[config.mk]
export PLATFORM = sky130hd
export DESIGN_NAME = current_temp_limit_registers
export DESIGN_NICKNAME = d
export VERILOG_FILES = /design/src/hw/limit_regs_pkg.sv /design/src/hw/current_temp_limit_registers.sv
export SDC_FILE = /design/constraint.sdc
export NUM_CORES = 1
export LEC_CHECK = 0
export ABC_AREA = 0
export BUFFER_PORTS_ARGS = -buffer_cell sky130_fd_sc_hd__buf_2
export CORE_MARGIN = 1.5
export CORE_UTILIZATION = 53
export DETAILED_ROUTE_END_ITERATION = 12
export PLACE_DENSITY = 0.74
export SYNTH_ARGS = -nofsm -noshare
export SYNTH_HDL_FRONTEND = slang
export SYNTH_SLANG_ARGS = --single-unit
[constraint.sdc]
create_clock -name clock -period 16.19 [get_ports clock]
set_input_delay 3.238 -clock clock [delete_from_list [all_inputs] [get_ports clock]]
set_output_delay 3.238 -clock clock [all_outputs]
set_load 0.02 [all_outputs]
[src/hw/limit_regs_pkg.sv]
// constants for the current-warning and over-temperature limit registers
package limit_regs_pkg;
  // command codes
  localparam logic [7:0] CMD_IOUT_WARN = 8'h46;
  localparam logic [7:0] CMD_OT_FAULT = 8'h4f;
  localparam logic [7:0] PHASE_ALL = 8'hff;
  // field layout
  localparam int EXP_MSB = 15;
  localparam int EXP_LSB = 11;
  localparam int RSV_MSB = 10;
  localparam int RSV_LSB = 6;
  localparam int MANT_MSB = 5;
  localparam logic [4:0] IOUT_EXP = 5'h00;
  localparam logic [4:0] OT_EXP = 5'h02;
  localparam int OT_LSB_SHIFT = 2;
  // reset mantissas (current: hardware setting 0 restore value; over-temperature: setting 6 restore value)
  localparam logic [5:0] IOUT_MANT_RST = 6'h05;
  localparam logic [5:0] OT_MANT_RST = 6'h24;
  // current binning: below 8 is 5 A, then 5 A per five codes, 55 A cap
  localparam logic [5:0] IOUT_FIRST_EDGE = 6'h08;
  localparam logic [5:0] IOUT_TOP_EDGE = 6'h35;
  localparam logic [5:0] IOUT_BAND = 6'h05;
  localparam logic [7:0] AMP_STEP = 8'h05;
  localparam logic [7:0] AMP_MAX = 8'h37;
  localparam logic [5:0] MANT_MAX = 6'h3f;
  // three-phase stack table, upper bounds of each band
  localparam int STACK3_BANDS = 10;
  localparam logic [7:0] STACK3_EDGE [STACK3_BANDS] = '{
    8'h17, 8'h26, 8'h35, 8'h44, 8'h53,
    8'h62, 8'h71, 8'h80, 8'h8f, 8'h9e};
  // fixed restore mantissas per hardware setting
  localparam int IOUT_SETTINGS = 11;
  localparam int OT_SETTINGS = 8;
  localparam logic [5:0] OT_RESTORE [OT_SETTINGS] = '{
    6'h1d, 6'h1e, 6'h1f, 6'h20, 6'h22, 6'h23, 6'h24, 6'h25};
  // phase counts
  localparam logic [2:0] PH_TWO = 3'h2;
  localparam logic [2:0] PH_THREE = 3'h3;
  localparam logic [2:0] PH_FOUR = 3'h4;
endpackage

[src/hw/current_temp_limit_registers.sv]
// limit register bank: current warning and over-temperature fault thresholds
`timescale 1ns/1ps
`default_nettype none

module current_temp_limit_registers
  import limit_regs_pkg::*;
(
  input wire logic clock,
  input wire logic reset,
  input wire logic wr_stb,
  input wire logic rd_stb,
  input wire logic [7:0] cmd_code,
  input wire logic [15:0] wr_data,
  input wire logic phased,
  input wire logic [7:0] phase_sel,
  input wire logic [2:0] phase_count,
  input wire logic is_primary,
  input wire logic restore_stb,
  input wire logic [3:0] restore_setting,
  input wire logic iout_valid,
  input wire logic [7:0] iout_avg,
  input wire logic temp_valid,
  input wire logic [7:0] die_temp,
  input wire logic clear_cml,
  input wire logic clear_ivd,
  output logic ack,
  output logic nack,
  output logic rd_valid,
  output logic rd_drive,
  output logic [15:0] rd_data,
  output logic cml_flag,
  output logic ivd_flag,
  output logic iout_warn,
  output logic ot_fault
);

  // bin a mantissa into the applied current level in amps
  function automatic logic [7:0] bin_amps(input logic [5:0] m);
    logic [5:0] band;
    band = 6'h00;
    if (m < IOUT_FIRST_EDGE) begin
      bin_amps = AMP_STEP;
    end else if (m >= IOUT_TOP_EDGE) begin
      bin_amps = AMP_MAX;
    end else begin
      band = (m - IOUT_FIRST_EDGE) / IOUT_BAND;
      bin_amps = AMP_STEP * ({2'b00, band} + 8'h02);
    end
  endfunction

  // clamp a wide level into the six-bit mantissa field
  function automatic logic [5:0] sat6(input logic [8:0] v);
    sat6 = (v > {3'b000, MANT_MAX}) ? MANT_MAX : v[5:0];
  endfunction

  logic [5:0] iout_mant_r, iout_mant_nxt;
  logic [5:0] ot_mant_r, ot_mant_nxt;
  logic [7:0] iout_thr_r, ot_thr_r;
  logic ack_r, nack_r, rd_valid_r, rd_drive_r;
  logic [15:0] rd_data_r;
  logic cml_r, ivd_r, iout_warn_r, ot_fault_r;

  // command decode
  wire sel_iout = (cmd_code == CMD_IOUT_WARN);
  wire sel_ot = (cmd_code == CMD_OT_FAULT);
  wire phase_all = phased && (phase_sel == PHASE_ALL);
  wire [8:0] stack_lvl = {1'b0, wr_data[7:0]};

  // read-only field checks; phased stack levels may use bits 7:6
  wire iout_ro_bad = phase_all
    ? (wr_data[EXP_MSB:EXP_LSB] != IOUT_EXP) || (wr_data[RSV_MSB:8] != 3'h0)
    : (wr_data[EXP_MSB:RSV_LSB] != {IOUT_EXP, 5'h00});
  wire ot_ro_bad = (wr_data[EXP_MSB:RSV_LSB] != {OT_EXP, 5'h00});
  wire wr_hit = wr_stb && (sel_iout || sel_ot);
  wire wr_bad = wr_stb && ((sel_iout && iout_ro_bad) || (sel_ot && ot_ro_bad));
  wire wr_ok = wr_hit && !wr_bad;

  // three-phase stack lookup: count the band edges passed
  logic [3:0] s3_band;
  always_comb begin
    s3_band = 4'h0;
    for (int i = 0; i < STACK3_BANDS; i++) begin
      if (wr_data[7:0] >= STACK3_EDGE[i]) begin
        s3_band = s3_band + 4'h1;
      end
    end
  end
  wire [7:0] s3_amps = AMP_STEP * ({4'h0, s3_band} + 8'h01);

  // per-phase mantissa for a phased write; three-phase amps reused as the code, two and four phases divide the level, other counts keep it undivided
  wire [8:0] lvl_two = (stack_lvl + 9'h001) >> 1;
  wire [8:0] lvl_four = (stack_lvl + 9'h002) >> 2;
  wire [5:0] phased_mant =
    (phase_count == PH_TWO) ? sat6(lvl_two) :
    (phase_count == PH_FOUR) ? sat6(lvl_four) :
    (phase_count == PH_THREE) ? s3_amps[5:0] : sat6(stack_lvl);
  wire [5:0] new_iout = phase_all ? phased_mant : wr_data[MANT_MSB:0];

  // fixed restore codes; the current table picks one code per band
  wire [5:0] iout_restore = (restore_setting < 4'(IOUT_SETTINGS))
    ? 6'(AMP_STEP * ({4'h0, restore_setting} + 8'h01)) : IOUT_MANT_RST;
  wire [5:0] ot_restore = (restore_setting < 4'(OT_SETTINGS))
    ? OT_RESTORE[restore_setting[2:0]] : OT_MANT_RST;

  // next mantissas: restore outranks a host write in the same cycle
  always_comb begin
    iout_mant_nxt = iout_mant_r;
    ot_mant_nxt = ot_mant_r;
    if (restore_stb) begin
      iout_mant_nxt = iout_restore;
      ot_mant_nxt = ot_restore;
    end else if (wr_ok && sel_iout) begin
      iout_mant_nxt = new_iout;
    end else if (wr_ok && sel_ot) begin
      ot_mant_nxt = wr_data[MANT_MSB:0];
    end
  end

  // read mux; a phased current read scales the level by the stack size
  wire [7:0] iout_amps = bin_amps(iout_mant_r);
  wire [10:0] stack_amps = 11'(iout_amps * {5'h00, phase_count});
  wire [15:0] iout_word = {IOUT_EXP, 4'h0, 1'b0, iout_mant_r};
  wire [15:0] ot_word = {OT_EXP, 5'h00, ot_mant_r};
  wire [15:0] rd_mux = sel_ot ? ot_word :
    (phase_all ? {IOUT_EXP, stack_amps} : iout_word);
  wire rd_hit = rd_stb && (sel_iout || sel_ot);
  wire rd_own = !(phase_all && sel_iout) || is_primary;

  // registers and one-cycle answers
  always_ff @(posedge clock or posedge reset) begin
    if (reset) begin
      iout_mant_r <= IOUT_MANT_RST;
      ot_mant_r <= OT_MANT_RST;
      ack_r <= 1'b0;
      nack_r <= 1'b0;
      rd_valid_r <= 1'b0;
      rd_drive_r <= 1'b0;
      rd_data_r <= 16'h0000;
    end else begin
      iout_mant_r <= iout_mant_nxt;
      ot_mant_r <= ot_mant_nxt;
      ack_r <= wr_ok;
      nack_r <= wr_bad;
      rd_valid_r <= rd_hit;
      rd_drive_r <= rd_hit && rd_own;
      rd_data_r <= (rd_hit && rd_own) ? rd_mux : 16'h0000;
    end
  end

  // sticky fault flags; a new set beats a same-cycle clear
  always_ff @(posedge clock or posedge reset) begin
    if (reset) begin
      cml_r <= 1'b0;
      ivd_r <= 1'b0;
    end else begin
      cml_r <= wr_bad || (cml_r && !clear_cml);
      ivd_r <= wr_bad || (ivd_r && !clear_ivd);
    end
  end

  // applied thresholds latched a cycle behind the mantissas, so a sample on the edge after a write still meets the old threshold
  always_ff @(posedge clock or posedge reset) begin
    if (reset) begin
      iout_thr_r <= AMP_STEP;
      ot_thr_r <= {OT_MANT_RST, 2'b00};
      iout_warn_r <= 1'b0;
      ot_fault_r <= 1'b0;
    end else begin
      iout_thr_r <= bin_amps(iout_mant_r);
      ot_thr_r <= {ot_mant_r, 2'b00};
      if (iout_valid) begin
        iout_warn_r <= (iout_avg >= iout_thr_r);
      end
      if (temp_valid) begin
        ot_fault_r <= (die_temp >= ot_thr_r);
      end
    end
  end

  assign ack = ack_r;
  assign nack = nack_r;
  assign rd_valid = rd_valid_r;
  assign rd_drive = rd_drive_r;
  assign rd_data = rd_data_r;
  assign cml_flag = cml_r;
  assign ivd_flag = ivd_r;
  assign iout_warn = iout_warn_r;
  assign ot_fault = ot_fault_r;

  // checks
  property p_warn_cmp;
    @(posedge clock) disable iff (reset)
      iout_valid |=> (iout_warn == ($past(iout_avg) >= $past(iout_thr_r)));
  endproperty
  a_warn_cmp: assert property (p_warn_cmp) else $error("warn mismatch");
  property p_exp_zero;
    @(posedge clock) disable iff (reset)
      rd_hit && sel_iout && !phase_all && rd_own
      |=> rd_data[15:6] == 10'h000;
  endproperty
  a_exp_zero: assert property (p_exp_zero) else $error("ro bits nonzero");
  // plain reads of either register: reserved field always zero
  property p_rsv;
    @(posedge clock) disable iff (reset)
      rd_hit && rd_own && !(phase_all && sel_iout)
      |=> rd_data[RSV_MSB:RSV_LSB] == 5'h00;
  endproperty
  a_rsv: assert property (p_rsv) else $error("reserved bits set");
  property p_store;
    @(posedge clock) disable iff (reset)
      wr_ok && sel_iout && !phase_all && !restore_stb
      |=> iout_mant_r == $past(wr_data[MANT_MSB:0]);
  endproperty
  a_store: assert property (p_store) else $error("mantissa lost");
  property p_bin;
    @(posedge clock) disable iff (reset)
      iout_mant_r < IOUT_FIRST_EDGE |=> iout_thr_r == AMP_STEP;
  endproperty
  a_bin: assert property (p_bin) else $error("bin edge wrong");
  property p_nack;
    @(posedge clock) disable iff (reset)
      wr_bad |=> nack && !ack && cml_flag && ivd_flag && $stable(iout_mant_r);
  endproperty
  a_nack: assert property (p_nack) else $error("bad write not nacked");
  property p_two;
    @(posedge clock) disable iff (reset)
      wr_ok && sel_iout && phase_all && phase_count == PH_TWO && !restore_stb
      && wr_data[7:0] == 8'h28 |=> iout_mant_r == 6'h14;
  endproperty
  a_two: assert property (p_two) else $error("two-phase split wrong");
  property p_four;
    @(posedge clock) disable iff (reset)
      wr_ok && sel_iout && phase_all && phase_count == PH_FOUR && !restore_stb
      && wr_data[7:0] == 8'h64 |=> iout_mant_r == 6'h19;
  endproperty
  a_four: assert property (p_four) else $error("four-phase split wrong");
  property p_silent;
    @(posedge clock) disable iff (reset)
      rd_stb && sel_iout && phase_all && !is_primary |=> rd_valid && !rd_drive;
  endproperty
  a_silent: assert property (p_silent) else $error("secondary drove");
  property p_ot;
    @(posedge clock) disable iff (reset)
      temp_valid ##1 !temp_valid |-> ot_fault == ($past(die_temp) >= $past(ot_thr_r));
  endproperty
  a_ot: assert property (p_ot) else $error("ot compare wrong");
  c_nack: cover property (@(posedge clock) disable iff (reset) wr_bad);
  c_phread: cover property (@(posedge clock) disable iff (reset)
    rd_hit && phase_all && is_primary);
  c_warn: cover property (@(posedge clock) disable iff (reset) $rose(iout_warn));
  c_ot: cover property (@(posedge clock) disable iff (reset) $rose(ot_fault));

endmodule

`default_nettype wire

Yosys cells after proc, flatten, opt, wreduce, memory -nomap -nowiden
Memory sizes are Yosys's and may differ from the RTL's.
Cells that the tools add are included.
{"block": "classes", "addsub": 15, "multipliers": 4, "div": 1, "n_lt_le_gt_ge": 20, "n_eq_ne": 8, "muxes": 32, "bitwise": 1, "reduce_logical": 29}
{"cell": "$mux 6", "n": 16}
{"cell": "$add 4x1->4 const B", "n": 9}
{"cell": "$mux 4", "n": 9}
{"cell": "$ge 8x7->1 const B", "n": 4}
{"cell": "$mux 13", "n": 2}
{"cell": "$ge 8x8->1 const B", "n": 3}
{"cell": "$eq 8x7->1 const B", "n": 2}
{"cell": "$ge 8x6->1 const B", "n": 2}
{"cell": "$ge 8x8->1", "n": 2}
{"cell": "$gt 8x6->1 const B", "n": 2}
{"cell": "$mux 8", "n": 2}
{"cell": "$logic_and 1x1->1", "n": 13}
{"cell": "$mul 3x5->6 const A", "n": 2}
{"cell": "$mul 8x3->11", "n": 1}
{"cell": "$mux 11", "n": 1}
{"cell": "$add 4x1->5 const B", "n": 2}
{"cell": "$ne 10x7->1 const B", "n": 1}
{"cell": "$reduce_bool 10->1", "n": 1}
{"cell": "$add 8x1->9 const B", "n": 1}
{"cell": "$add 8x2->9 const B", "n": 1}
{"cell": "$eq 8x8->1 const B", "n": 1}
{"cell": "$ge 8x5->1 const B", "n": 1}
{"cell": "$lt 4x4->1 const B", "n": 2}
{"cell": "$mul 3x7->8 const A", "n": 1}
{"cell": "other kinds (18)", "n": 29}
{"block": "word_totals", "register_bits": 47, "romBits": 48, "input_bits": 66, "out_inout_bits": 24, "wordCells": 124, "n_memories": 1}
{"memory": "(name not given)", "depth": 8, "word_bits": 6, "rd": 1, "rd_clocked_by_memory_dff": 0, "write_ports": 0, "line_no": "current_temp_limit_registers.sv:103", "source": "? OT_RESTORE[restore_setting[2:0]] : OT_MANT_RST;"}

Logic depth before layout (Yosys ltp)
{"block": "logic_depth", "word_depth": 28, "ltp_mapped": 47}

Worst setup path before layout
OpenSTA, ideal clock, no wires.
{"block": "synth_timing", "path_type": "input port to flip-flop", "start": "in wr_data[0]", "end": "reg iout_mant_r[3]", "setup_time_ns": 0.118, "arrival_time_ns": 11.398, "slack_ns": 4.675, "stages": 47, "path_buffers": 2, "path_cell_list": "buf_4 > inv_1 > ha_1 > o21ai_0 > nand3_1 > nand2_1 > nand2_1 > ha_1 > buf_2 > xor2_1 > ha_1 > nor3b_1 > a311o_1 > inv_1 > ha_1 > nand2_1 > o21ai_0 > ha_1 > [... 11 more ...] > nand2_1 > xor2_1 > nand2_1 > xnor2_1 > nor3_1 > nor3b_2 > or4_4 > ha_1 > ha_1 > or3_1 > o311ai_0 > o21ai_0 > nor3_1 > a31oi_1 > o21ai_0 > a21oi_1 > a21oi_1 > nor2_1"}
{"block": "synth_via", "elab_chain_cells": 28}
{"item": "start, declared", "line_no": "current_temp_limit_registers.sv:13", "source": "input wire logic [15:0] wr_data,"}
{"item": "$ge 8x5->1", "line_no": "current_temp_limit_registers.sv:83", "source": "if (wr_data[7:0] >= STACK3_EDGE[i]) begin"}
{"item": "$mux 1", "line_no": "current_temp_limit_registers.sv:83"}
{"item": "$add 4x1->4", "line_no": "current_temp_limit_registers.sv:84", "source": "s3_band = s3_band + 4'h1;"}
{"item": "$mux 4", "line_no": "current_temp_limit_registers.sv:83"}
{"item": "$add 4x1->4", "line_no": "current_temp_limit_registers.sv:84"}
{"item": "$mux 4", "line_no": "current_temp_limit_registers.sv:83"}
{"item": "$add 4x1->4", "line_no": "current_temp_limit_registers.sv:84"}
{"item": "$mux 4", "line_no": "current_temp_limit_registers.sv:83"}
{"item": "[... 12 more ...]"}
{"item": "$add 4x1->5", "line_no": "current_temp_limit_registers.sv:88", "source": "wire [7:0] s3_amps = AMP_STEP * ({4'h0, s3_band} + 8'h01);"}
{"item": "$mul 3x5->6", "line_no": "current_temp_limit_registers.sv:88"}
{"item": "$mux 6", "line_no": "current_temp_limit_registers.sv:96", "source": "(phase_count == PH_THREE) ? s3_amps[5:0] : sat6(stack_lvl);"}
{"item": "$mux 6", "line_no": "current_temp_limit_registers.sv:95", "source": "(phase_count == PH_FOUR) ? sat6(lvl_four) :"}
{"item": "$mux 6 (*)", "line_no": "current_temp_limit_registers.sv:94", "source": "(phase_count == PH_TWO) ? sat6(lvl_two) :"}
{"item": "$mux 6 (*)", "line_no": "current_temp_limit_registers.sv:97", "source": "wire [5:0] new_iout = phase_all ? phased_mant : wr_data[MANT_MSB:0];"}
{"item": "$mux 6 (*)", "line_no": "current_temp_limit_registers.sv:112", "source": "end else if (wr_ok && sel_iout) begin"}
{"item": "$mux 6 (*)", "line_no": "current_temp_limit_registers.sv:109", "source": "if (restore_stb) begin"}
{"item": "end signal, assigned", "line_no": "current_temp_limit_registers.sv:140", "source": "iout_mant_r <= iout_mant_nxt;"}
{"item": "end, declared", "line_no": "current_temp_limit_registers.sv:56", "source": "logic [5:0] iout_mant_r, iout_mant_nxt;"}
Mark *: on every way between the ends. The rest lies on a longest branch, timed or not. The select of a mux whose other input is x is not followed.
A chain may end at the register's enable or synchronous reset.

Final worst setup path
Same ends and word-level chain as after synthesis.

==> results.rst <==
.. list-table::
   :header-rows: 1

   * - Metric
     - Value
   * - Master cell of the clock root buffer
     - clkbuf_8
   * - Sequential element share of the synthesized area
     - 0.219
   * - Setup tns final
     - 0 ps
   * - Placement row count
     - 36
   * - Longest Clk Path Bufs
     - 2
   * - Non-Filler Instances
     - 855
   * - Post-Layout Inst Area
     - 0.00587 mm^2
   * - Final min period
     - 12,120 ps
   * - Initial antenna violation count
     - 0
   * - Wire length of the first global-routing pass
     - 21.7 mm
   * - Maximum achievable frequency
     - 0.0825 GHz
   * - Total setup buffers inserted after CTS
     - 0
   * - Async set-reset flop share out of synthesis
     - 1.00
   * - Setup slack after layout
     - 4070 ps
   * - Floorplan die width
     - 103 um
   * - Syn Area/Cell
     - 8.05 um^2
   * - Count of final setup violators
     - 0
   * - Max capacitance violation total
     - 0
   * - Placed instance area
     - 0.00576 mm^2
   * - Number of standard cells after synthesis
     - 659
   * - Core box area
     - 0.00973 mm^2
   * - Drt via density
     - 5.81
   * - Period utilization
     - 0.749
   * - Total routed wirelength
     - 13.1 mm
   * - Hold path cells
     - 0
   * - Fraction of final layout cells with drive strength greater than 1
     - 0.175
   * - FF-to-FF path depth
     - 23
   * - Number of pins exceeding their max-slew limit in the final report
     - 0
   * - Number of flops mapped to enable cells by yosys
     - 0
   * - Clock slew at the register clock pins of the worst setup and hold paths
     - 90 ps
   * - Top-Level Pins
     - 90
   * - Clock tree from TritonCTS
     - done
   * - Startpoint kind of the worst setup timing path
     - primary input
   * - Final GP Congestion
     - 0.931
   * - Max Fanout on Critical Path
     - 11
   * - Path type of the worst min-delay path
     - flip-flop to flip-flop
   * - Critical Path Max Stage Delay
     - 540 ps
   * - GRT Overall Usage
     - 0.257
   * - Resized cells post-CTS
     - 0
   * - Top-area cell type share of the netlist area
     - 0.179
   * - Fill cell count
     - 907
   * - Max IR drop VDD
     - 0.0000833 V
   * - Hpwl dp
     - 10.3 mm
   * - Top Family by Delay on Critical Path
     - adder cells
   * - Worst endpoint data arrival time
     - 12,330 ps
   * - Number of synthesized register bits
     - 46
   * - Setup Skew
     - 4.42 ps
   * - Netlist Area Pre-Place
     - 0.00531 mm^2
   * - Die ar.
     - 0.0106 mm^2
   * - CP dominant cell by count
     - ha_1
   * - Post-route DRC
     - 0
   * - Place WS
     - 3830 ps
   * - Number of global-route vias before repair
     - 4,662
   * - Num Clock Sinks
     - 46
   * - Area delta synth->final
     - 10.6%
   * - Count of routing violations after the opening detailed-route iteration
     - 308
   * - Average wire per cell in the routed design
     - 15.3 um
   * - Total of hold buffers inserted after clock tree synthesis
     - 0
   * - Most instantiated flip-flop cell in the synthesis netlist
     - dfrtp_1
   * - Via count
     - 4,970
   * - Leakage
     - 0.00290 uW
   * - Path type of the worst setup path
     - primary input to flip-flop
   * - Highest-count cells in the layout ignoring fill and taps
     - buf_2 (85), nand2_1 (73), ha_1 (61)
   * - CP Capture Type
     - flip-flop
   * - Worst-Margin Slew
     - 1030 ps
   * - Total gr overflow
     - 0
   * - Buffer and inverter count on the worst path
     - 3
   * - Cells taking the most area after synthesis
     - dfrtp_1 (18%), ha_1 (14%), nand2_1 (5.2%)
   * - Htree depth
     - 2
   * - Setup repair after global routing missed its margin
     - false
   * - Unique cell type count in the Yosys netlist
     - 79
   * - Outcome
     - finished clean
   * - Endpoint of the worst register-to-register path
     - rd_data[9]$_DFF_PP0_
   * - Antenna diode count
     - 0
   * - Dpl cells
     - 847
   * - Startpoint of the worst register-to-register path
     - iout_mant_r[3]$_DFFE_PP0P_
   * - Number of nets in the finished design
     - 858
   * - Power consumption
     - 746 uW
   * - Cell type with the largest total area after synthesis
     - dfrtp_1
   * - Die boundary height
     - 103 um
   * - Number of buffers added by the clock tree synthesis step
     - 5
   * - Final hold violation count
     - 0
   * - Critical path data required time
     - 16,400 ps
   * - Max-slew headroom
     - 0.309
   * - Leading cell type in the layout, fill and taps excluded
     - buf_2
   * - Power per cell area
     - 127 mW/mm^2
   * - Hold path endpoint
     - ot_thr_r[4]$_DFF_PP1_
   * - Critical-path cell with the highest stage delay
     - ha_1
   * - ANT nets after route
     - 0
   * - Effective utilization at floorplan
     - 0.545
   * - Clock latency of the later-clocked register in the worst-skew pair
     - 310 ps
   * - Reg2reg setup slack
     - 9550 ps
   * - Maximum number of pins on one net before global-route repair
     - 47
   * - Port buffer count
     - 85
   * - 1st-pass router iterations
     - 6
   * - YS warnings
     - 0
   * - Min-delay src
     - ot_mant_r[2]$_DFFE_PP1P_
logic make-up (layout without fill, tap and decap cells):
family / Yosys count / count (layout) / synth area share
compound gates: 158 / 158 / 0.200
xor+xnor: 40 / 40 / 0.0755
fa+ha+maj: 73 / 73 / 0.185
buf+inv: 92 / 152 / 0.0722
flops: 46 / 46 / 0.219
mux: 9 / 9 / 0.0186
other cells: 1 / 4 / 0.000707
simple gates: 240 / 240 / 0.229
routing by layer:
layer	vias up	track usage	part of all wire
met5	-	0	0
met1	2345	0.339	0.44
met3	18	0.0231	0.049
met2	158	0.453	0.50
li1	2449	-	-
met4	0	0.0686	0.017
worst register-to-register path, stage by stage (launching register included):
cell and delay [ps]:
dfrtp_1 640, inv_1 200, ha_1 490, maj3_1 400, a211oi_1 680, inv_1 180, ha_1 240, xor2_1 260
ha_1 300, ha_1 230, fa_1 490, nor2_1 50, nor2_1 270, nand2_1 130, fa_1 500, inv_1 40
ha_1 330, a21o_1 190, a21o_1 180, a21oi_1 240, o21bai_1 100, a21oi_1 170, xor2_1 150, nor2_1 60
report_power, final:
group / internal (uW) / switching (uW)
Clock: 46.3 / 42.7
Combinational: 223 / 290
Sequential: 134 / 9.69
Total: 404 / 342
metrics by stage:
stage,util,hold WS (ps)
4_1_cts,0.603,380
3_5_place_dp,0.592,367
5_1_grt,0.603,388
3_3_place_gp,0.592,368
2_1_floorplan,-,361
6_report,0.603,378
registers in the layout, summed over array words and instances, names as in the netlist, 6 cells and up:
name / count
ot_thr_r: 6
ot_mant_r: 6
iout_thr_r: 8
rd_data: 12
iout_mant_r: 6
final cells by class:
class                      count  area (um^2)  share of cell area
multi-input combinational    524         3780               0.644
clock buffer                   5         68.8              0.0117
inverter                      58          218              0.0371
sequential                    46         1160               0.198
tap                          133          166              0.0284
timing repair buffer          86          433              0.0738
clock inverter                 3         43.8             0.00746
worst max path at each step:
| stage | from | end | slack [ps] | cells past startpoint |
|---|---|---|---|---|
| after floorplan | wr_data[0] | iout_mant_r[3]$_DFFE_PP0P_ | 4670 | 47 |
| after global placement | wr_data[0] | iout_mant_r[3]$_DFFE_PP0P_ | 4100 | 46 |
| after detailed placement | wr_data[0] | iout_mant_r[3]$_DFFE_PP0P_ | 3830 | 46 |
| after CTS | wr_data[0] | iout_mant_r[3]$_DFFE_PP0P_ | 4110 | 46 |
| after global routing | wr_data[0] | iout_mant_r[3]$_DFFE_PP0P_ | 3280 | 46 |
| final | wr_data[0] | iout_mant_r[3]$_DFFE_PP0P_ | 4070 | 46 |
synthesized netlist by cell type (7+ instances only):
| cell type | n |
|---|---|
| a21oi_1 | 34 |
| and2_1 | 16 |
| nor2b_1 | 8 |
| nand3_1 | 14 |
| nand2_1 | 73 |
| and3_1 | 7 |
| clkbuf_1 | 22 |
| ha_1 | 61 |
| nor2_1 | 53 |
| a21o_1 | 14 |
| dfrtp_1 | 38 |
| o211ai_1 | 12 |
| xnor2_1 | 23 |
| mux2_2 | 7 |
| nand2b_1 | 7 |
| nor3_1 | 19 |
| dfstp_2 | 8 |
| inv_1 | 57 |
| xor2_1 | 13 |
| o21ai_0 | 34 |
| a211oi_1 | 7 |
| fa_1 | 10 |
Power figures use the tool's default switching activity.
